### config.mk
export PLATFORM = sky130hd
export DESIGN_NAME = bcc_calendar_clock
export DESIGN_NICKNAME = d
export VERILOG_FILES = /design/src/bcc_dummy_end.sv /design/src/bcc_pkg.sv /design/src/bcc_calendar_clock.sv
export VERILOG_INCLUDE_DIRS = /design/src
export SDC_FILE = /design/constraint.sdc
export NUM_CORES = 1
export LEC_CHECK = 0
export BUFFER_PORTS_ARGS = -buffer_cell sky130_fd_sc_hd__buf_2
export CAP_MARGIN = 20
export CORE_MARGIN = 2
export CORE_UTILIZATION = 50
export DETAILED_ROUTE_END_ITERATION = 6
export GPL_ROUTABILITY_DRIVEN = 0
export PLACE_DENSITY_LB_ADDON = 0.2
export SYNTH_ARGS = -nofsm -noshare
export SYNTH_HDL_FRONTEND = slang
export SYNTH_SLANG_ARGS = --single-unit
### constraint.sdc
create_clock -name mclk_in -period 4.7 [get_ports mclk_in]
set_input_delay 0.94 -clock mclk_in [delete_from_list [all_inputs] [get_ports mclk_in]]
set_output_delay 0.94 -clock mclk_in [all_outputs]
set_load 0.05 [all_outputs]
### src/bcc_regs.svh
`ifndef BCC_REGS_SVH
`define BCC_REGS_SVH
// Register word addresses
`define BCC_ADDR_CFG 3'h0
`define BCC_ADDR_TIME_WIN 3'h1
`define BCC_ADDR_ALM_SETUP 3'h2
`define BCC_ADDR_ALM_WIN 3'h3
`define BCC_ADDR_KEY 3'h4
`define BCC_ADDR_PIN_SEL 3'h5
// Configuration field positions
`define BCC_CFG_EN 15
`define BCC_CFG_UNLOCK 13
`define BCC_CFG_OE 10
`define BCC_PTR_HI 9
`define BCC_PTR_LO 8
`define BCC_PIN_SEL_BIT 1
// Alarm setup field positions
`define BCC_ALM_ON 15
`define BCC_ALM_CHIME 14
`define BCC_IVL_HI 13
`define BCC_IVL_LO 10
// Unlock key values
`define BCC_KEY_FIRST 8'h55
`define BCC_KEY_SECOND 8'hAA
// Prescaler geometry in crystal pulses
`define BCC_PRE_BASE 512
`define BCC_RIPPLE_GUARD 32
// Alarm interval codes
`define BCC_IVL_HALF 4'h0
`define BCC_IVL_SEC 4'h1
`define BCC_IVL_10SEC 4'h2
`define BCC_IVL_MIN 4'h3
`define BCC_IVL_10MIN 4'h4
`define BCC_IVL_HOUR 4'h5
`define BCC_IVL_DAY 4'h6
`define BCC_IVL_WEEK 4'h7
`define BCC_IVL_MONTH 4'h8
`define BCC_IVL_YEAR 4'h9
// Calendar limits and reset values
`define BCC_SEC_MAX 7'h59
`define BCC_HOUR_MAX 6'h23
`define BCC_WDAY_MAX 3'h6
`define BCC_MONTH_MAX 5'h12
`define BCC_YEAR_MAX 8'h99
`define BCC_FIRST_DAY 6'h01
`define BCC_FIRST_MONTH 5'h01
`define BCC_RST_WDAY 3'h6
`define BCC_MON_FEB 5'h02
`endif

### src/bcc_dummy_end.sv
`default_nettype none
`default_nettype wire

### src/bcc_pkg.sv
`default_nettype none
package bcc_pkg;
	typedef struct packed {
		logic [7:0] year;
		logic [4:0] month;
		logic [5:0] day;
		logic [2:0] wday;
		logic [5:0] hour;
		logic [6:0] min;
		logic [6:0] sec;
	} bcc_time_s;
	typedef struct packed {
		logic [4:0] month;
		logic [5:0] day;
		logic [2:0] wday;
		logic [5:0] hour;
		logic [6:0] min;
		logic [6:0] sec;
	} bcc_alarm_s;
	typedef struct packed {
		logic calendar_enable;
		logic value_write_unlock;
		logic clock_output_enable;
		logic [1:0] time_window_pointer;
		logic [7:0] cal;
	} bcc_cfg_s;
	typedef struct packed {
		logic alarm_on;
		logic chime;
		logic [3:0] alarm_interval_select;
		logic [1:0] alarm_window_pointer;
		logic [7:0] alarm_repeat_count;
	} bcc_alm_setup_s;
	typedef enum logic [1:0] {BCC_KEY_IDLE, BCC_KEY_ARMED, BCC_KEY_OPEN} bcc_key_e;
	typedef struct packed {
		logic [2:0] addr;
		logic [15:0] wdata;
		logic [1:0] lanes;
		logic wr;
		logic rd;
	} bcc_bus_req_s;
	typedef struct packed {
		bcc_cfg_s cfg;
		bcc_time_s tm;
		bcc_alm_setup_s alm_setup;
		bcc_alarm_s alm;
		bcc_key_e key;
		logic [3:0] key_cnt;
		logic sec_sel;
		logic [16:0] pre;
		logic xtal_prev;
		logic pulse;
		logic pin;
		logic [15:0] rdata;
	} bcc_state_s;
endpackage
`default_nettype wire

### src/bcc_calendar_clock.sv
// Decided for this implementation: the plain strobed port and the placing of the registers.
`include "bcc_regs.svh"
`default_nettype none
// Summary of operation
// [RL1] Calendar runs from 2000-01-01 00:00:00 to 2099-12-31 23:59:59 with leap days.
// [RL2] Hours count 00 to 23 only, no AM/PM.
// [RL3] Time steps once a second; a status bit shows the second half.
// [RL4] Timekeeping comes from a 32.768 kHz crystal, not the processor clock.
// [RL5] All time, date and alarm fields are held as BCD digits.
// [RL6] Configuration bits 9:8 point the time window at a register pair.
// [RL7] Pointer 00 min/sec, 01 weekday/hours, 10 month/day, 11 blank/year.
// [RL8] Writing the time window high byte steps the pointer down, stopping at 00.
// [RL9] Reading either window byte steps its pointer down; writes only on high byte.
// [RL10] Alarm setup bits 9:8 point the alarm window; 11 is unimplemented.
// [RL11] Writing the alarm window high byte steps its pointer down, stopping at 00.
// [RL12] Time window writes are ignored unless the unlock bit is set.
// [RL13] Unlock bit may be set only right after key writes 55h then AAh.
// [RL14] Software keeps the unlock bit clear except while updating the time.
// [RL15] The enable bit changes only while the unlock bit is already set.
// [RL16] Read-only ripple flag is set while a rollover may be under way.
// [RL17] Half-second bit is read-only and clears on a min/sec low-byte write.
// [RL18] With output enable set, pin carries alarm pulse or seconds clock.
// [RL19] Bits 7:0 hold an eight-bit drift calibration value.
// [RL20] Configuration register is reset only by power-on reset.
// [RL21] Calibration acts once a minute in steps of four crystal pulses.
// [RL22] Alarm interval codes 0000 to 1001 select half-second to yearly.
// [RL23] Repeat count falls on each alarm, stopping at zero unless chime wraps it.
// [RL24] Each second tick cascades BCD rollovers through the whole calendar.
// [RL25] Crystal and bus activity are brought safely into one clock domain; the crystal is taken as synchronous here, with no synchronizer.
module bcc_calendar_clock #(
	parameter int XTAL_HZ = 32768,
	parameter int KEY_WIN_CYC = 1
) (
	// Clock and resets
	input wire logic mclk_in,
	input wire logic rstn_in,
	input wire logic por_rstn_in,
	// Crystal timebase
	input wire logic xtal_in,
	// Register port
	input wire bcc_pkg::bcc_bus_req_s bus_in,
	output logic [15:0] rdata_out,
	// Calendar output pin
	output logic calendar_out
);
	localparam logic [16:0] PRE_BASE = 17'(`BCC_PRE_BASE);
	localparam logic [16:0] PRE_TOP = 17'(`BCC_PRE_BASE + XTAL_HZ - 1);
	localparam logic [16:0] PRE_HALF = 17'(`BCC_PRE_BASE + XTAL_HZ / 2);
	localparam logic [16:0] PRE_RIPPLE = 17'(`BCC_PRE_BASE + XTAL_HZ - `BCC_RIPPLE_GUARD);
	localparam logic [3:0] KEY_WIN = 4'(KEY_WIN_CYC);

	// Refuse geometries the prescaler and key counter cannot hold
	generate
		if (XTAL_HZ < 1024 || XTAL_HZ > 65536 || KEY_WIN_CYC < 1 || KEY_WIN_CYC > 15) begin : g_chk
			$error("bcc_calendar_clock: parameter out of range");
		end
	endgenerate

	bcc_pkg::bcc_state_s st_reg;
	bcc_pkg::bcc_state_s st_next;
	logic tick_w;
	logic half_w;
	logic evt_w;
	logic xedge_w;

	// Leap year within 2000..2099: every fourth year
	function automatic logic is_leap(input logic [7:0] y);
		is_leap = (!y[4] && (y[3:0] == 4'h0 || y[3:0] == 4'h4 || y[3:0] == 4'h8)) ||
			(y[4] && (y[3:0] == 4'h2 || y[3:0] == 4'h6));
	endfunction

	// Last BCD day of a month
	function automatic logic [5:0] last_day(input logic [4:0] m, input logic [7:0] y);
		if (m == `BCC_MON_FEB) begin
			last_day = is_leap(y) ? 6'h29 : 6'h28;
		end else if (m == 5'h04 || m == 5'h06 || m == 5'h09 || m == 5'h11) begin
			last_day = 6'h30;
		end else begin
			last_day = 6'h31;
		end
	endfunction

	// Two-digit BCD increment
	function automatic logic [7:0] bcd_inc(input logic [7:0] v);
		bcd_inc = (v[3:0] == 4'h9) ? {v[7:4] + 4'h1, 4'h0} : {v[7:4], v[3:0] + 4'h1};
	endfunction

	// Saturating pointer step down
	function automatic logic [1:0] ptr_dec(input logic [1:0] p);
		ptr_dec = (p == 2'b00) ? 2'b00 : p - 2'b01;
	endfunction

	// One-second cascade through the calendar
	function automatic bcc_pkg::bcc_time_s advance(input bcc_pkg::bcc_time_s t);
		bcc_pkg::bcc_time_s r;
		r = t;
		if (t.sec != `BCC_SEC_MAX) begin
			r.sec = 7'(bcd_inc({1'b0, t.sec}));
		end else begin
			r.sec = 7'h00;
			if (t.min != `BCC_SEC_MAX) begin
				r.min = 7'(bcd_inc({1'b0, t.min}));
			end else begin
				r.min = 7'h00;
				if (t.hour != `BCC_HOUR_MAX) begin
					r.hour = 6'(bcd_inc({2'b00, t.hour}));
				end else begin
					r.hour = 6'h00;
					r.wday = (t.wday == `BCC_WDAY_MAX) ? 3'h0 : t.wday + 3'h1;
					if (t.day != last_day(t.month, t.year)) begin
						r.day = 6'(bcd_inc({2'b00, t.day}));
					end else begin
						r.day = `BCC_FIRST_DAY;
						if (t.month != `BCC_MONTH_MAX) begin
							r.month = 5'(bcd_inc({3'b000, t.month}));
						end else begin
							r.month = `BCC_FIRST_MONTH;
							r.year = (t.year == `BCC_YEAR_MAX) ? 8'h00 : bcd_inc(t.year);
						end
					end
				end
			end
		end
		advance = r;
	endfunction

	// Alarm comparison per interval code
	function automatic logic alarm_match(input logic [3:0] ivl, input bcc_pkg::bcc_time_s t,
		input bcc_pkg::bcc_alarm_s a);
		logic s_eq;
		logic m_eq;
		s_eq = (t.sec == a.sec);
		m_eq = s_eq && (t.min == a.min);
		unique case (ivl)
			`BCC_IVL_HALF, `BCC_IVL_SEC: alarm_match = 1'b1;
			`BCC_IVL_10SEC: alarm_match = (t.sec[3:0] == a.sec[3:0]);
			`BCC_IVL_MIN: alarm_match = s_eq;
			`BCC_IVL_10MIN: alarm_match = s_eq && (t.min[3:0] == a.min[3:0]);
			`BCC_IVL_HOUR: alarm_match = m_eq;
			`BCC_IVL_DAY: alarm_match = m_eq && (t.hour == a.hour);
			`BCC_IVL_WEEK: alarm_match = m_eq && (t.hour == a.hour) && (t.wday == a.wday);
			`BCC_IVL_MONTH: alarm_match = m_eq && (t.hour == a.hour) && (t.day == a.day);
			`BCC_IVL_YEAR: alarm_match = m_eq && (t.hour == a.hour) && (t.day == a.day) &&
				(t.month == a.month);
			default: alarm_match = 1'b0;
		endcase
	endfunction

	// Next-state logic for the whole block
	always_comb begin
		st_next = st_reg;
		st_next.rdata = 16'h0000;
		tick_w = 1'b0;
		half_w = 1'b0;
		// Crystal taken as synchronous; one flop finds its rising edge
		st_next.xtal_prev = xtal_in; // [RL25] [RL4]
		xedge_w = xtal_in && !st_reg.xtal_prev;
		if (st_reg.cfg.calendar_enable && xedge_w) begin
			if (st_reg.pre >= PRE_TOP) begin
				tick_w = 1'b1; // [RL3]
				// Minute boundary restarts the prescaler shifted by calibration
				if (st_reg.tm.sec == `BCC_SEC_MAX) begin
					st_next.pre = PRE_BASE + {{7{st_reg.cfg.cal[7]}}, st_reg.cfg.cal, 2'b00}; // [RL21]
				end else begin
					st_next.pre = PRE_BASE;
				end
			end else begin
				st_next.pre = st_reg.pre + 17'h0_0001;
				half_w = (st_reg.pre + 17'h0_0001 == PRE_HALF);
			end
		end
		if (tick_w) begin
			st_next.tm = advance(st_reg.tm); // [RL24] [RL1] [RL2]
		end
		// Alarm events, counted down or wrapped by chime
		evt_w = st_reg.alm_setup.alarm_on &&
			((tick_w && alarm_match(st_reg.alm_setup.alarm_interval_select, st_next.tm,
			st_reg.alm)) ||
			(half_w && st_reg.alm_setup.alarm_interval_select == `BCC_IVL_HALF)); // [RL22]
		if (evt_w) begin
			st_next.pulse = 1'b1;
			if (st_reg.alm_setup.alarm_repeat_count != 8'h00) begin
				st_next.alm_setup.alarm_repeat_count = st_reg.alm_setup.alarm_repeat_count - 8'h01;
			end else if (st_reg.alm_setup.chime) begin
				st_next.alm_setup.alarm_repeat_count = 8'hFF; // [RL23]
			end else begin
				st_next.alm_setup.alarm_on = 1'b0; // [RL23]
			end
		end else if (tick_w || half_w) begin
			st_next.pulse = 1'b0;
		end
		// Key window ages out after its last cycle
		if (st_reg.key == bcc_pkg::BCC_KEY_OPEN) begin
			if (st_reg.key_cnt <= 4'h1) begin
				st_next.key = bcc_pkg::BCC_KEY_IDLE;
			end else begin
				st_next.key_cnt = st_reg.key_cnt - 4'h1;
			end
		end
		// Register writes, after the timebase so software wins
		if (bus_in.wr) begin
			if (st_reg.key == bcc_pkg::BCC_KEY_ARMED && bus_in.addr != `BCC_ADDR_KEY) begin
				st_next.key = bcc_pkg::BCC_KEY_IDLE;
			end
			unique case (bus_in.addr)
				`BCC_ADDR_CFG: begin
					if (bus_in.lanes[0]) begin
						st_next.cfg.cal = bus_in.wdata[7:0]; // [RL19]
					end
					if (bus_in.lanes[1]) begin
						st_next.cfg.clock_output_enable = bus_in.wdata[`BCC_CFG_OE];
						st_next.cfg.time_window_pointer = bus_in.wdata[`BCC_PTR_HI:`BCC_PTR_LO]; // [RL6]
						if (!bus_in.wdata[`BCC_CFG_UNLOCK]) begin
							st_next.cfg.value_write_unlock = 1'b0;
						end else if (st_reg.key == bcc_pkg::BCC_KEY_OPEN) begin
							st_next.cfg.value_write_unlock = 1'b1; // [RL13]
						end
						if (st_reg.cfg.value_write_unlock) begin
							st_next.cfg.calendar_enable = bus_in.wdata[`BCC_CFG_EN]; // [RL15]
						end
						st_next.key = bcc_pkg::BCC_KEY_IDLE;
					end
				end
				`BCC_ADDR_TIME_WIN: begin
					if (st_reg.cfg.value_write_unlock) begin // [RL12]
						unique case (st_reg.cfg.time_window_pointer) // [RL7]
							2'b00: begin
								if (bus_in.lanes[1]) st_next.tm.min = bus_in.wdata[14:8];
								if (bus_in.lanes[0]) begin
									st_next.tm.sec = bus_in.wdata[6:0];
									st_next.pre = PRE_BASE; // [RL17]
								end
							end
							2'b01: begin
								if (bus_in.lanes[1]) st_next.tm.wday = bus_in.wdata[10:8];
								if (bus_in.lanes[0]) st_next.tm.hour = bus_in.wdata[5:0];
							end
							2'b10: begin
								if (bus_in.lanes[1]) st_next.tm.month = bus_in.wdata[12:8];
								if (bus_in.lanes[0]) st_next.tm.day = bus_in.wdata[5:0];
							end
							2'b11: begin
								if (bus_in.lanes[0]) st_next.tm.year = bus_in.wdata[7:0];
							end
						endcase
						if (bus_in.lanes[1]) begin
							st_next.cfg.time_window_pointer = ptr_dec(st_reg.cfg.time_window_pointer); // [RL8]
						end
					end
				end
				`BCC_ADDR_ALM_SETUP: begin
					if (bus_in.lanes[0]) begin
						st_next.alm_setup.alarm_repeat_count = bus_in.wdata[7:0];
					end
					if (bus_in.lanes[1]) begin
						st_next.alm_setup.alarm_on = bus_in.wdata[`BCC_ALM_ON];
						st_next.alm_setup.chime = bus_in.wdata[`BCC_ALM_CHIME];
						st_next.alm_setup.alarm_interval_select = bus_in.wdata[`BCC_IVL_HI:`BCC_IVL_LO];
						st_next.alm_setup.alarm_window_pointer = bus_in.wdata[`BCC_PTR_HI:`BCC_PTR_LO]; // [RL10]
					end
				end
				`BCC_ADDR_ALM_WIN: begin
					unique case (st_reg.alm_setup.alarm_window_pointer) // [RL10] [RL5]
						2'b00: begin
							if (bus_in.lanes[1]) st_next.alm.min = bus_in.wdata[14:8];
							if (bus_in.lanes[0]) st_next.alm.sec = bus_in.wdata[6:0];
						end
						2'b01: begin
							if (bus_in.lanes[1]) st_next.alm.wday = bus_in.wdata[10:8];
							if (bus_in.lanes[0]) st_next.alm.hour = bus_in.wdata[5:0];
						end
						2'b10: begin
							if (bus_in.lanes[1]) st_next.alm.month = bus_in.wdata[12:8];
							if (bus_in.lanes[0]) st_next.alm.day = bus_in.wdata[5:0];
						end
						2'b11: begin
						end
					endcase
					if (bus_in.lanes[1]) begin
						st_next.alm_setup.alarm_window_pointer =
							ptr_dec(st_reg.alm_setup.alarm_window_pointer); // [RL11]
					end
				end
				`BCC_ADDR_KEY: begin
					if (bus_in.lanes[0] && bus_in.wdata[7:0] == `BCC_KEY_FIRST) begin
						st_next.key = bcc_pkg::BCC_KEY_ARMED;
					end else if (bus_in.lanes[0] && bus_in.wdata[7:0] == `BCC_KEY_SECOND &&
						st_reg.key == bcc_pkg::BCC_KEY_ARMED) begin
						st_next.key = bcc_pkg::BCC_KEY_OPEN; // [RL13]
						st_next.key_cnt = KEY_WIN;
					end else begin
						st_next.key = bcc_pkg::BCC_KEY_IDLE;
					end
				end
				`BCC_ADDR_PIN_SEL: begin
					if (bus_in.lanes[0]) st_next.sec_sel = bus_in.wdata[`BCC_PIN_SEL_BIT];
				end
				default: begin
				end
			endcase
		end
		// Register reads, answered in the next cycle
		if (bus_in.rd) begin
			unique case (bus_in.addr)
				`BCC_ADDR_CFG: st_next.rdata = {st_reg.cfg.calendar_enable, 1'b0,
					st_reg.cfg.value_write_unlock,
					st_reg.cfg.calendar_enable && st_reg.pre >= PRE_RIPPLE, // [RL16]
					st_reg.pre >= PRE_HALF, // [RL3] [RL17]
					st_reg.cfg.clock_output_enable, st_reg.cfg.time_window_pointer,
					st_reg.cfg.cal};
				`BCC_ADDR_TIME_WIN: begin
					unique case (st_reg.cfg.time_window_pointer) // [RL7]
						2'b00: st_next.rdata = {1'b0, st_reg.tm.min, 1'b0, st_reg.tm.sec};
						2'b01: st_next.rdata = {5'h00, st_reg.tm.wday, 2'b00, st_reg.tm.hour};
						2'b10: st_next.rdata = {3'h0, st_reg.tm.month, 2'b00, st_reg.tm.day};
						2'b11: st_next.rdata = {8'h00, st_reg.tm.year};
					endcase
					st_next.cfg.time_window_pointer = ptr_dec(st_reg.cfg.time_window_pointer); // [RL9]
				end
				`BCC_ADDR_ALM_SETUP: st_next.rdata = st_reg.alm_setup;
				`BCC_ADDR_ALM_WIN: begin
					unique case (st_reg.alm_setup.alarm_window_pointer)
						2'b00: st_next.rdata = {1'b0, st_reg.alm.min, 1'b0, st_reg.alm.sec};
						2'b01: st_next.rdata = {5'h00, st_reg.alm.wday, 2'b00, st_reg.alm.hour};
						2'b10: st_next.rdata = {3'h0, st_reg.alm.month, 2'b00, st_reg.alm.day};
						2'b11: st_next.rdata = 16'h0000;
					endcase
					st_next.alm_setup.alarm_window_pointer =
						ptr_dec(st_reg.alm_setup.alarm_window_pointer); // [RL9]
				end
				`BCC_ADDR_PIN_SEL: st_next.rdata = {14'h0000, st_reg.sec_sel, 1'b0};
				default: st_next.rdata = 16'h0000;
			endcase
		end
		// Output pin: seconds clock or stretched alarm pulse
		st_next.pin = st_reg.cfg.clock_output_enable &&
			(st_reg.sec_sel ? (st_next.pre < PRE_HALF) : st_next.pulse); // [RL18]
		// Resets: the configuration survives all but power-on
		if (!rstn_in || !por_rstn_in) begin
			st_next = '0;
			st_next.cfg = st_reg.cfg; // [RL20]
			st_next.cfg.time_window_pointer = st_reg.cfg.time_window_pointer;
			st_next.key = bcc_pkg::BCC_KEY_IDLE;
			st_next.pre = PRE_BASE;
			st_next.xtal_prev = 1'b1;
			st_next.tm.day = `BCC_FIRST_DAY; // [RL1]
			st_next.tm.month = `BCC_FIRST_MONTH;
			st_next.tm.wday = `BCC_RST_WDAY;
			st_next.alm.day = `BCC_FIRST_DAY;
			st_next.alm.month = `BCC_FIRST_MONTH;
			if (!por_rstn_in) begin
				st_next.cfg = '0; // [RL20]
			end
		end
	end

	// State register
	always_ff @(posedge mclk_in) begin
		st_reg <= st_next;
	end

	// Outputs straight from the state register
	assign rdata_out = st_reg.rdata;
	assign calendar_out = st_reg.pin;
endmodule
`default_nettype wire

# ---- Yosys cells after proc, flatten, opt, wreduce, memory -nomap -nowiden
# Cells that the tools add are included.
# Widths: inputs -> output; s select.
dict set report totals {
  regBits 148
  latch_bits 0
  mem_bits_rw 0
  rom_bits 0
  inputBits 27
  output_inout_bits 17
  elab_cells 285
  memories 0
}
dict set report op_classes {
  add_sub_neg 19
  multipliers 0
  div 0
  order_cmp 5
  eq_ne 59
  shifts 0
  muxes 112
  n_bitwise 1
  n_reduce_logical 58
}
# op count
set op_table {}
lappend op_table {{$mux 148} 1}
lappend op_table {{$mux 129} 1}
lappend op_table {{$pmux 16 s4} 2}
lappend op_table {{$mux 42} 3}
lappend op_table {{$mux 17} 7}
lappend op_table {{$mux 8} 13}
lappend op_table {{$mux 6} 14}
lappend op_table {{$pmux 16 s5} 1}
lappend op_table {{$mux 7} 8}
lappend op_table {{$eq 4x4->1 const B} 9}
lappend op_table {{$mux 35} 1}
lappend op_table {{$ge 17x16->1 const B} 2}
lappend op_table {{$mux 34} 1}
lappend op_table {{$reduce_and 4->1} 8}
lappend op_table {{$mux 5} 6}
lappend op_table {{$add 4x1->4 const B} 7}
lappend op_table {{$mux 14} 2}
lappend op_table {{$mux 2} 14}
lappend op_table {{$mux 28} 1}
lappend op_table {{$mux 13} 2}
lappend op_table {{$eq 4x3->1 const B} 6}
lappend op_table {{$mux 11} 2}
lappend op_table {{$mux 22} 1}
lappend op_table {{$logic_and 1x1->1} 19}
lappend op_table {{56 further kinds} 123}

# ---- Depth between registers and ports, before layout
# Gate-level depths: netlist of the first run.
dict set report logic_depth {
  ltp_word 34
  ltp_mapped 17
  depth_no_buf 14
}

# ---- Least setup slack after synthesis of the first run
# No wires, ideal clock.
dict set report synth_timing {
  path_type {in2reg}
  startpoint {input port xtal_in}
  endpoint {register st_reg[83] (netlist bit)}
  setup_ns 0.120
  arrival_ns 3.586
  t_required_ns 4.580
  slack_ns 0.995
  path_stages 13
  path_buffers 2
  cell_sequence {and3b_1 -> clkbuf_1 -> nand2_1 -> a2111oi_2 -> buf_4 -> o22ai_1 -> a221oi_1 -> o311a_1 -> nand4_1 -> o31ai_2 -> a32oi_4 -> or2_1 -> a211o_1}
}
dict set report synth_between {
  elab_chain_len 17
  elab_cells_between_ends 28
  cone_classes {eq/ne: 8; mux: 8; reduce/logical: 12}
}
# item line
set synth_rtl {}
lappend synth_rtl {{start: declaration} bcc_calendar_clock.sv:39} ;# input wire logic xtal_in,
lappend synth_rtl {{$logic_and 1x1->1 *} bcc_calendar_clock.sv:157} ;# xedge_w = xtal_in && !st_reg.xtal_prev;
lappend synth_rtl {{$logic_and 1x1->1 *} bcc_calendar_clock.sv:158} ;# if (st_reg.cfg.calendar_enable && xedge_w) begin
lappend synth_rtl {{$mux 1} bcc_calendar_clock.sv:158}
lappend synth_rtl {{$mux 42} bcc_calendar_clock.sv:172} ;# if (tick_w) begin
lappend synth_rtl {{$eq 7x7->1, on equally long branches} {bcc_calendar_clock.sv:132, bcc_calendar_clock.sv:133}}
lappend synth_rtl {{$logic_and 1x1->1} bcc_calendar_clock.sv:133} ;# m_eq = s_eq && (t.min == a.min);
lappend synth_rtl {{$logic_and 1x1->1} --}
lappend synth_rtl {{$logic_and 1x1->1} {bcc_calendar_clock.sv:142, bcc_calendar_clock.sv:143}}
lappend synth_rtl {{$logic_and 1x1->1} bcc_calendar_clock.sv:143} ;# `BCC_IVL_YEAR: alarm_match = m_eq && (t.hour == a.hour) && (t.day == a.day) &&
lappend synth_rtl {{$pmux 1 s9} bcc_calendar_clock.sv:134} ;# unique case (ivl)
lappend synth_rtl {{$logic_and 1x1->1} bcc_calendar_clock.sv:177} ;# ((tick_w && alarm_match(st_reg.alm_setup.alarm_interval_select, st_next.tm,
lappend synth_rtl {{$logic_or 1x1->1 *} bcc_calendar_clock.sv:177}
lappend synth_rtl {{$logic_and 1x1->1 *} bcc_calendar_clock.sv:176} ;# evt_w = st_reg.alm_setup.alarm_on &&
lappend synth_rtl {{$mux 8 *} bcc_calendar_clock.sv:180} ;# if (evt_w) begin
lappend synth_rtl {{$mux 8} bcc_calendar_clock.sv:252} ;# if (bus_in.lanes[0]) begin
lappend synth_rtl {{$mux 8} bcc_calendar_clock.sv:205} ;# unique case (bus_in.addr)
lappend synth_rtl {{$mux 129 *} bcc_calendar_clock.sv:201} ;# if (bus_in.wr) begin
lappend synth_rtl {{end signal: assignment} bcc_calendar_clock.sv:359} ;# st_reg <= st_next;
lappend synth_rtl {{end: declaration} bcc_calendar_clock.sv:59} ;# bcc_pkg::bcc_state_s st_reg;
# Mark *: on every way between the ends. The rest lies on a longest branch, timed or not. The select of a mux whose other input is x is not followed.
# A chain may end at the register's enable or synchronous reset.

# ---- Worst setup path after layout of the first run
dict set report layout_timing {
  startpoint {register st_reg[20] (netlist bit)}
  endpoint {register st_reg[83] (netlist bit)}
}
dict set report layout_between {
  elab_chain_len 17
  elab_cells_between_ends 31
  cone_classes {add/sub: 1; order compare: 1; eq/ne: 9; mux: 10; reduce/logical: 10}
}
# item line
set layout_rtl {}
lappend layout_rtl {{$ge 17x16->1} bcc_calendar_clock.sv:159} ;# if (st_reg.pre >= PRE_TOP) begin
lappend layout_rtl {{$mux 1} bcc_calendar_clock.sv:159}
lappend layout_rtl {{$mux 1} bcc_calendar_clock.sv:158}
lappend layout_rtl {{$mux 42} bcc_calendar_clock.sv:172}
lappend layout_rtl {{$eq 7x7->1, on equally long branches} {bcc_calendar_clock.sv:132, bcc_calendar_clock.sv:133}}
lappend layout_rtl {{$logic_and 1x1->1} bcc_calendar_clock.sv:133}
lappend layout_rtl {{$logic_and 1x1->1} --}
lappend layout_rtl {{$logic_and 1x1->1} {bcc_calendar_clock.sv:142, bcc_calendar_clock.sv:143}}
lappend layout_rtl {{$logic_and 1x1->1} bcc_calendar_clock.sv:143}
lappend layout_rtl {{$pmux 1 s9} bcc_calendar_clock.sv:134}
lappend layout_rtl {{$logic_and 1x1->1} bcc_calendar_clock.sv:177}
lappend layout_rtl {{$logic_or 1x1->1 *} bcc_calendar_clock.sv:177}
lappend layout_rtl {{$logic_and 1x1->1 *} bcc_calendar_clock.sv:176}
lappend layout_rtl {{$mux 8 *} bcc_calendar_clock.sv:180}
lappend layout_rtl {{$mux 8} bcc_calendar_clock.sv:252}
lappend layout_rtl {{$mux 8} bcc_calendar_clock.sv:205}
lappend layout_rtl {{$mux 129 *} bcc_calendar_clock.sv:201}
# Marked as above.

==> results of run 1 <==
==> cells by family after synthesis <==
| logic type | share of synthesized area, % |
|---|---|
| AO/OA/AOI/OAI | 23.7 |
| XOR/XNOR | 3.42 |
| adder cells (fa/ha/maj) | 2.75 |
| buffers and inverters | 6.39 |
| flip-flops | 30.9 |
| multiplexers | 6.51 |
| AND/OR/NAND/NOR | 26.3 |
==> metal layers <==
layer	vias to the layer above	share of wire (%)	wire, µm
li1	4610	-	-
met1	4739	41	14200
met2	559	44	15200
met3	114	11	3750
met4	0	4.4	1530
met5	-	0	0
==> area by class of cell <==
type,count,area [µm²],share of cell area (%)
tap,265,332,3.06
inverter,33,124,1.14
timing repair buffer,67,395,3.65
multi-input combinational,984,6280,57.9
clock inverter,11,139,1.28
clock buffer,21,482,4.44
sequential,148,3090,28.5
==> final timing paths <==
path | end | depth (start not counted) | start
setup / recovery | st_reg[83] | 12 | st_reg[20]
setup reg to reg | st_reg[83] | 12 | st_reg[20]
hold / removal | st_reg[42] | 2 | st_reg[42]
hold reg to reg | st_reg[42] | 2 | st_reg[42]
==> critical path, stage by stage (launching register included) <==
cell and delay, ns:
sky130_fd_sc_hd__dfxtp_1 0.43, sky130_fd_sc_hd__ha_1 0.29, sky130_fd_sc_hd__a21oi_1 0.13, sky130_fd_sc_hd__or3_1 0.66
sky130_fd_sc_hd__a21oi_2 0.66, sky130_fd_sc_hd__mux2i_1 0.36, sky130_fd_sc_hd__xnor2_1 0.14, sky130_fd_sc_hd__nor4_4 0.36
sky130_fd_sc_hd__a21oi_1 0.13, sky130_fd_sc_hd__o21bai_1 0.24, sky130_fd_sc_hd__a32oi_4 0.28, sky130_fd_sc_hd__or2_1 0.34
sky130_fd_sc_hd__a211o_1 0.26
==> synthesized netlist by cell type (all sizes together), types with 7 or more instances <==
master | number | area [µm²]
inv | 33 | 124
o21ai | 64 | 324
nor4 | 15 | 124
buf | 37 | 244
a211oi | 37 | 298
and2 | 11 | 68.8
nand3 | 55 | 280
or3 | 11 | 68.8
nor2 | 140 | 526
nand2 | 144 | 546
ha | 22 | 275
o2111ai | 12 | 111
xor2 | 16 | 140
o21a | 7 | 52.6
nand4 | 10 | 77.6
and3 | 24 | 150
o211ai | 22 | 170
dfxtp | 135 | 2700
clkbuf | 72 | 272
nor2b | 12 | 75.1
xnor2 | 23 | 201
nand3b | 9 | 67.6
nand2b | 17 | 106
mux2i | 50 | 504
a22oi | 9 | 67.6
a2111oi | 9 | 91.3
a21oi | 95 | 483
edfxtp | 13 | 390
a31oi | 17 | 106
nor3 | 32 | 181
==> per-stage QoR <==
step | cell area, µm² | utilization, %
after floorplan | 10000 | -
after global placement | 10200 | 52.3
after detailed placement | 10200 | 52.3
after CTS | 10800 | 55.5
after global routing | 10800 | 55.5
final | 10800 | 55.5
==> power groups by stage <==
stage          Clock (mW)  Combinational (mW)  Sequential, mW
6_report             1.46               0.182            1.30
5_1_grt              1.52               0.191            1.30
4_1_cts              1.46               0.176            1.30
3_5_place_dp            0               0.175            1.33
3_3_place_gp            0               0.174            1.33
2_1_floorplan           0               0.107            1.31
==> layout by cell type, fill, tap and decap left out, types with 28 or more instances in the layout <==
cell,synthesis,layout
sky130_fd_sc_hd__a211oi_1,33,33
sky130_fd_sc_hd__buf_2,9,43
sky130_fd_sc_hd__o21ai_0,59,59
sky130_fd_sc_hd__nor3_1,29,28
sky130_fd_sc_hd__nor2_1,140,140
sky130_fd_sc_hd__nand2_1,142,141
sky130_fd_sc_hd__nand3_1,54,54
sky130_fd_sc_hd__mux2i_1,49,49
sky130_fd_sc_hd__a21oi_1,93,93
sky130_fd_sc_hd__inv_1,33,33
sky130_fd_sc_hd__dfxtp_1,135,135
==> flow_summary.toml, run 1 <==
[outcome]
run_status = "finished clean"

[power]
seq_power_share_pct = 44.2
power.total_mw = 2.94
power.share.clock_pct = 49.6
leakagePower_nw = 3.69
ir_worst_vdd_mv = 0.260
power.share.switching_pct = 25.6
comb_power_share_pct = 6.2
pwr_cell_area_nw_per_um2 = 271
int_pwr_mw = 2.18
net_switching_power_uw = 753

[sta]
finalMaxSlewViolations = 0
timing.final.ws_setup_ns = 0.312
finalWorstPathRequiredPeriod_ns = 4.39
final-setup-viol-count = 0
min_period_over_period_pct = 93.4
finalHoldViolations = 0
unrepaired_setup_endpoints_after_global_routing = "false"
setup_total_negative_slack_ns = 0
fin_worst_skew_ns = 0.0155
tightest_slew_ns = 0.830
worst_slew_margin_rel_pct = 44.7
final.hold.worst_slack_ns = 0.481
fmax_mhz = 228

[cells_and_area]
largest_register_ffs = 131
flow.area_growth_from_synthesis_pct = 8.39
nNetsFinal = 1300
layout-drive-gt1-share_pct = 11.2
n_fill_cell = 1901
post_layout_nonfiller_instances = 1529
num_antenna_cells = 0

[global_routing]
grt_util_all_layers_pct = 32.4
grt_overflow_total = 0
global_route_wire_length_before_repair_um = 53400
grt_util_met2_pct = 49.5
grt_max_degree = 49
globalRouteMet1Util_pct = 44.1
grt_antenna_before_repair = 0
grt_busiest_layer = "met2"
grt_pass1_vias = 9132
fraction_of_met3_tracks_used_by_global_routing_pct = 7.59

[placement]
detailed_place_hpwl_um = 24700
place.port_buffers = 43
placedCellCount = 1497
post-place-ws_ns = 0.402

[drt]
wire_per_inst_um = 22.7
drtPass1Iterations = 5
dr.first_iter.drc_count = 1237
post-route-drc-count = 0
drt_total_wl_um = 34700
post_drt_via_cell_ratio = 6.55
detailed_route_via_count = 10022
final_antenna_net_count = 0

[job]
drv_cap = 0

[clocking]
clock_root_buffer = "sky130_fd_sc_hd__clkbuf_16"
clock_sink_count = 148
cts.clk_slew.worst_paths_ns = 0.07
clkLatencyLatePin_ns = 0.44
cts_tree = "yes"
cts_setup_buffers = 0
cts-htree-levels = 4
cts_hold_buf = 0
ctsLongestPathBuffers = 2
post_cts_resized = 0
tritoncts.num_buffers = 17

[critical_path]
worstSetupStartpointType = "flop"
worst_ep_arrival_time_ns = 4.72
required_time_of_the_worst_setup_path_ns = 5.04
critical_path_peak_fanout = 15
timing.reg2reg.setup_slack_ns = 0.31
type_of_element_capturing_the_critical_path = "flop"
worstSetupPathType = "reg -> reg"

[logic_synthesis]
most_frequently_used_flop_master_after_synthesis = "sky130_fd_sc_hd__dfxtp_1"
post_synth.cell_area_avg_um2 = 7.85
ys_async_sr_fraction_pct = 0
synth.distinct_cells = 95
synth_sequential_area_ratio_pct = 30.9
ys_warn_count = 0
synth_edf_count = 13
synthesis.nets = 1323
post_synth_instance_area_um2 = 10000
yosys_register_bits = 148
synthCells = 1274

[floorplan]
start_util_pct = 51.2
placementRows = 51
ios = 44
coreArea_um2 = 19500
die_area_um2 = 21100
chipWidth_um = 145
dieHeight_um = 145

[worst_hold_path]
worstHoldPathType = "reg -> reg"
No activity file was read; power rests on OpenSTA's default activity.
==> run 2, diff against run 1 <==
ABC_AREA = 1   (was unset)
==> run 2 against run 1 <==
Against the previous run: wire length fell by 6.2%; power rose by 0.66%; global-route usage rose by 0.17 points; count of clock-buffer cells in the layout did not move; sequential power barely moved; clock power barely moved; hold slack improved by 0.0021 ns; synthesized area fell by 3.2%; non-clock buffer count fell by 10; utilization rose by 1.1 points.
==> flow_summary.toml, run 2 <==
[power]
power.total_mw = 2.96
pwr_cell_area_nw_per_um2 = 278
ir_worst_vdd_mv = 0.233
leakagePower_nw = 4.52

[clocking]
cts_tree = "yes"
ctsLongestPathBuffers = 2
cts_setup_buffers = 0
cts-htree-levels = 4
post_cts_resized = 0
clock_sink_count = 148
tritoncts.num_buffers = 17
clock_root_buffer = "sky130_fd_sc_hd__clkbuf_16"
clkLatencyLatePin_ns = 0.43
cts.clk_slew.worst_paths_ns = 0.06
cts_hold_buf = 0

[sta]
finalWorstPathRequiredPeriod_ns = 3.83
finalMaxSlewViolations = 0
min_period_over_period_pct = 81.4
fin_worst_skew_ns = 0.00942
tightest_slew_ns = 0.858
fmax_mhz = 261
final-setup-viol-count = 0
unrepaired_setup_endpoints_after_global_routing = "false"
setup_total_negative_slack_ns = 0
worst_slew_margin_rel_pct = 42.6
finalHoldViolations = 0
final.hold.worst_slack_ns = 0.484

[placement]
detailed_place_hpwl_um = 24500
place.port_buffers = 43

[critical_path]
worstSetupStartpointType = "flop"
critical_path_peak_fanout = 26
worst_ep_arrival_time_ns = 4.15
type_of_element_capturing_the_critical_path = "flop"
worst_path_max_delay_cell = "sky130_fd_sc_hd__dfxtp_1"
required_time_of_the_worst_setup_path_ns = 5.03
critical_path.n_buffers_inverters = 2
critPathTopFamily = "simple AND/OR/NAND/NOR gates"
cpMostUsedCell = "sky130_fd_sc_hd__nand2_1"
worstSetupPathType = "reg -> reg"
critical-path-max-stage-delay_ns = 0.42

[drt]
post_drt_via_cell_ratio = 5.83
detailed_route_via_count = 10289
drt_total_wl_um = 32600
drtPass1Iterations = 6
wire_per_inst_um = 18.4
dr.first_iter.drc_count = 1148
final_antenna_net_count = 0
post-route-drc-count = 0

[cells_and_area]
largest_register_ffs = 131
flow.area_growth_from_synthesis_pct = 10.1
n_fill_cell = 1869
nNetsFinal = 1541
layout_commonest_cell = "sky130_fd_sc_hd__nand2_1"
final-seq-area_um2 = 3090
multi_input_comb_area_um2 = 5410
mostFrequentLayoutCells = "300 x sky130_fd_sc_hd__nand2_1, 216 x sky130_fd_sc_hd__inv_1, 142 x sky130_fd_sc_hd__nor2_1, 135 x sky130_fd_sc_hd__dfxtp_1, 125 x sky130_fd_sc_hd__o21ai_0"
layout-drive-gt1-share_pct = 9.83

[floorplan]
start_util_pct = 51.4
coreArea_um2 = 18800
placementRows = 50
ios = 44
chipWidth_um = 143
die_area_um2 = 20500
dieHeight_um = 143

[logic_synthesis]
most_frequently_used_flop_master_after_synthesis = "sky130_fd_sc_hd__dfxtp_1"
ys_warn_count = 0
synthCells = 1469
yosys_register_bits = 148
synth.distinct_cells = 52
synth_top_area_cell = "sky130_fd_sc_hd__dfxtp_1"
synthesis.nets = 1518
netlist.area_leader.share_pct = 27.9
synth_common_cells = "300 x sky130_fd_sc_hd__nand2_1, 216 x sky130_fd_sc_hd__inv_1, 142 x sky130_fd_sc_hd__nor2_1"
yosys-top-cells-area = "sky130_fd_sc_hd__dfxtp_1 28%, sky130_fd_sc_hd__nand2_1 12%, sky130_fd_sc_hd__inv_1 8.4%"
post_synth_instance_area_um2 = 9680
synth_edf_count = 13
yosysMostFrequentCell = "sky130_fd_sc_hd__nand2_1"
ys_async_sr_fraction_pct = 0
synth_sequential_area_ratio_pct = 32.0
post_synth.cell_area_avg_um2 = 6.59

[outcome]
run_status = "finished clean"

[global_routing]
grt_overflow_total = 0
global_route_wire_length_before_repair_um = 51300
grt_max_degree = 45
grt_util_all_layers_pct = 32.6
grt_antenna_before_repair = 0
grt_pass1_vias = 9415

[worst_hold_path]
worstHoldPathType = "reg -> reg"

[job]
drv_cap = 0
-- run 2: changes by cell type in the layout (fill, tap and decap cells not counted), moves of 17 or more --
cell,change
sky130_fd_sc_hd__and3_1,-23
sky130_fd_sc_hd__a21oi_1,+20
sky130_fd_sc_hd__nand3_1,+36
sky130_fd_sc_hd__mux2i_1,-48
sky130_fd_sc_hd__o22ai_1,+21
sky130_fd_sc_hd__o21ai_0,+66
sky130_fd_sc_hd__a211oi_1,-21
sky130_fd_sc_hd__nand4_1,+17
sky130_fd_sc_hd__nand2_1,+159
sky130_fd_sc_hd__inv_1,+183
sky130_fd_sc_hd__nand2b_1,-17
-- run 2: cell families after synthesis --
group	Yosys count	share of synthesized area (%)
AOI/OAI and AO/OA	350	21.0
xor gates and xnor gates	31	2.81
adders and majority gates	22	2.84
buffers and inverters	285	12.2
DFF	148	32.0
muxes	1	0.103
and+or+nand+nor	632	29.1
-- run 2: worst paths after layout --
| check | slack [ns] | startpoint | to | cells after the start |
|---|---|---|---|---|
| min reg2reg | 0.48 | st_reg[78] | st_reg[78] | 2 |
| min | 0.48 | st_reg[78] | st_reg[78] | 2 |
| max reg2reg | 0.87 | st_reg[20] | st_reg[81] | 25 |
| max | 0.87 | st_reg[20] | st_reg[81] | 25 |
-- run 2: power by group --
group / total (mW) / switching [mW] / internal [mW]
Sequential: 1.30 / 0.0120 / 1.28
Clock: 1.48 / 0.605 / 0.871
Combinational: 0.185 / 0.142 / 0.0432
Total: 2.96 / 0.759 / 2.20
-- run 2: final cells by class --
type	count	area share (%)
diodes	1	0.0235
inverters	232	8.22
clock buffers	21	4.63
multi-input cells	1036	50.7
well taps	260	3.05
repair buffers	57	3.01
clock inverters	11	1.29
flip-flops and latches	148	29.0
-- run 2: tightest hold or removal path, delay by kind of cell, from the launching register on --
kind,cells,cell delay (ns)
AO/OA/AOI/OAI,1,0.05
flip-flops,1,0.31
AND/OR/NAND/NOR,1,0.08
-- run 2: metrics by stage --
stage,setup slack [ns],instance area [µm²],std cells,utilization (%)
6_report,0.873,10700,1766,56.6
3_5_place_dp,0.898,10000,1733,53.2
5_1_grt,0.462,10700,1765,56.6
2_1_floorplan,1.79,9680,1469,-
3_3_place_gp,0.951,10000,1733,53.2
4_1_cts,0.968,10700,1765,56.6
-- run 2: metal layers --
layer  vias to the layer above  global-route usage, %  wire (µm)
li1                       4908                      -          -
met1                      4713                   42.7      13400
met2                       559                   52.0      14600
met3                       109                   5.90       3000
met4                         0                   15.4       1570
met5                         -                      0          0
==> run 3, diff against run 2 <==
clock period = 3.37 ns   (was 4.7 ns; I/O delays follow)
==> run 3 against run 2 <==
Against the previous run: non-clock buffer count up 47; die area unchanged; count of clock-buffer cells in the layout down 3; largest power group unchanged; design area up 5.1%; register-to-register slack worse by 0.67 ns; worst setup slack worse by 0.67 ns; hold slack worse by 0.021 ns; combinational power up 45%.
==> flow_summary.toml, run 3 (same netlist as run 2, synthesis figures left out) <==
[global_routing]
global_route_wire_length_before_repair_um = 49900
grt_overflow_total = 0
grt_antenna_before_repair = 0
grt_max_degree = 34
grt_util_all_layers_pct = 31.9
grt_pass1_vias = 9189

[sta]
tightest_slew_ns = 0.825
timing.final.ws_setup_ns = 0.207
fin_worst_skew_ns = 0.0154
finalHoldViolations = 0
min_period_over_period_pct = 93.9
final-setup-viol-count = 0
finalWorstPathRequiredPeriod_ns = 3.16
finalMaxSlewViolations = 0
fmax_mhz = 316
final.hold.worst_slack_ns = 0.463
worst_slew_margin_rel_pct = 44.8

[floorplan]
coreArea_um2 = 18800
ios = 44
start_util_pct = 51.4
dieHeight_um = 143
placementRows = 50
chipWidth_um = 143
die_area_um2 = 20500

[clocking]
clkLatencyLatePin_ns = 0.44
cts.clk_slew.worst_paths_ns = 0.07
tritoncts.num_buffers = 17
clock_root_buffer = "sky130_fd_sc_hd__clkbuf_16"
cts_hold_buf = 0
cts-htree-levels = 4
ctsLongestPathBuffers = 2
clock_sink_count = 148
cts_tree = "yes"

[placement]
detailed_place_hpwl_um = 25000
place.port_buffers = 43
post-place-ws_ns = 0.0691
placedInstanceArea_um2 = 10300

[drt]
final_antenna_net_count = 0
detailed_route_via_count = 10495
wire_per_inst_um = 18.2
post_drt_via_cell_ratio = 5.79
dr.first_iter.drc_count = 1215
drt_total_wl_um = 33100
drtPass1Iterations = 6
post-route-drc-count = 0

[cells_and_area]
layout-drive-gt1-share_pct = 15.3
mostFrequentLayoutCells = "292 x sky130_fd_sc_hd__nand2_1, 214 x sky130_fd_sc_hd__inv_1, 136 x sky130_fd_sc_hd__nor2_1, 128 x sky130_fd_sc_hd__dfxtp_1, 124 x sky130_fd_sc_hd__o21ai_0"
largest_register_ffs = 131
flow.area_growth_from_synthesis_pct = 15.7
nNetsFinal = 1590
num_antenna_cells = 0
layout.core_utilization_pct = 59.5
postLayoutCellArea_um2 = 11200
layout_commonest_cell = "sky130_fd_sc_hd__nand2_1"

[critical_path]
worst_ep_arrival_time_ns = 3.53
critical_path_peak_fanout = 8
type_of_element_capturing_the_critical_path = "flop"
required_time_of_the_worst_setup_path_ns = 3.74
worstSetupPathType = "reg -> reg"
worstSetupStartpointType = "flop"

[power]
ir_worst_vdd_mv = 0.276
pwr_cell_area_nw_per_um2 = 356
power.total_mw = 3.98
leakagePower_nw = 4.77

[outcome]
run_status = "finished clean"

[job]
drv_cap = 0

[worst_hold_path]
worstHoldPathType = "in -> reg"
-- run 3: path summary, 6_finish.rpt --
path                             startpoint          to  slack (ns)  cells past startpoint
worst max-delay path            st_reg[101]  st_reg[84]        0.21                     25
worst min-delay path                xtal_in  st_reg[18]        0.46                      3
worst max register to register  st_reg[101]  st_reg[84]        0.21                     25
worst min register to register   st_reg[38]  st_reg[38]        0.48                      2
-- run 3: power by group --
part	switching (mW)	total [mW]	internal (mW)
Clock	0.852	1.91	1.06
Sequential	0.0164	1.81	1.79
Combinational	0.202	0.268	0.0656
Total	1.07	3.98	2.91
-- run 3: per-stage QoR --
step	instances	TNS (ns)
2_1_floorplan	1469	0
3_3_place_gp	1764	0
3_5_place_dp	1764	0
4_1_cts	1796	0
5_1_grt	1814	-0.499
6_report	1814	0
-- run 3: what timing repair did --
| item | CTS | global route |
|---|---|---|
| resized for setup | 0 | 54 |
| endpoints found under the setup margin | 0 | 12 |
| setup buffers | 0 | 15 |
-- run 3: area by class of cell --
class,instances,area [µm²]
sequential,148,3110
clock buffer,18,439
fill,1779,7630
clock inverter,14,143
timing repair buffer,104,727
multi-input combinational,1038,5580
inverter,232,878
tap,260,325
-- run 3: routing by layer --
metal | part of all wire [%] | GRT usage (%) | up-vias
met4 | 4.0 | 11.6 | 0
met5 | 0 | 0 | -
met1 | 41 | 42.3 | 4796
met2 | 45 | 51.7 | 577
li1 | - | - | 5020
met3 | 10 | 6.10 | 102
-- run 3: worst max-delay path: stages (launching register included) --
cell and delay (ns):
sky130_fd_sc_hd__dfxtp_1 0.35, sky130_fd_sc_hd__inv_1 0.11, sky130_fd_sc_hd__ha_2 0.22, sky130_fd_sc_hd__nand3_4 0.15, sky130_fd_sc_hd__buf_4 0.18, sky130_fd_sc_hd__nand2_1 0.04, sky130_fd_sc_hd__o21ai_0 0.10, sky130_fd_sc_hd__nand3_1 0.08
sky130_fd_sc_hd__o21ai_0 0.07, sky130_fd_sc_hd__nand2_1 0.07, sky130_fd_sc_hd__o21ai_0 0.16, sky130_fd_sc_hd__xor2_1 0.19, sky130_fd_sc_hd__nor2_1 0.11, sky130_fd_sc_hd__nand2_1 0.07, sky130_fd_sc_hd__nor2_1 0.18, sky130_fd_sc_hd__nand2_1 0.10
sky130_fd_sc_hd__nor2_1 0.11, sky130_fd_sc_hd__nor2_1 0.07, sky130_fd_sc_hd__nand2_1 0.06, sky130_fd_sc_hd__nand2_1 0.07, sky130_fd_sc_hd__nand2_4 0.13, sky130_fd_sc_hd__clkbuf_16 0.16, sky130_fd_sc_hd__nand3_2 0.05, sky130_fd_sc_hd__nand2_1 0.10
sky130_fd_sc_hd__inv_2 0.05, sky130_fd_sc_hd__a21oi_2 0.11
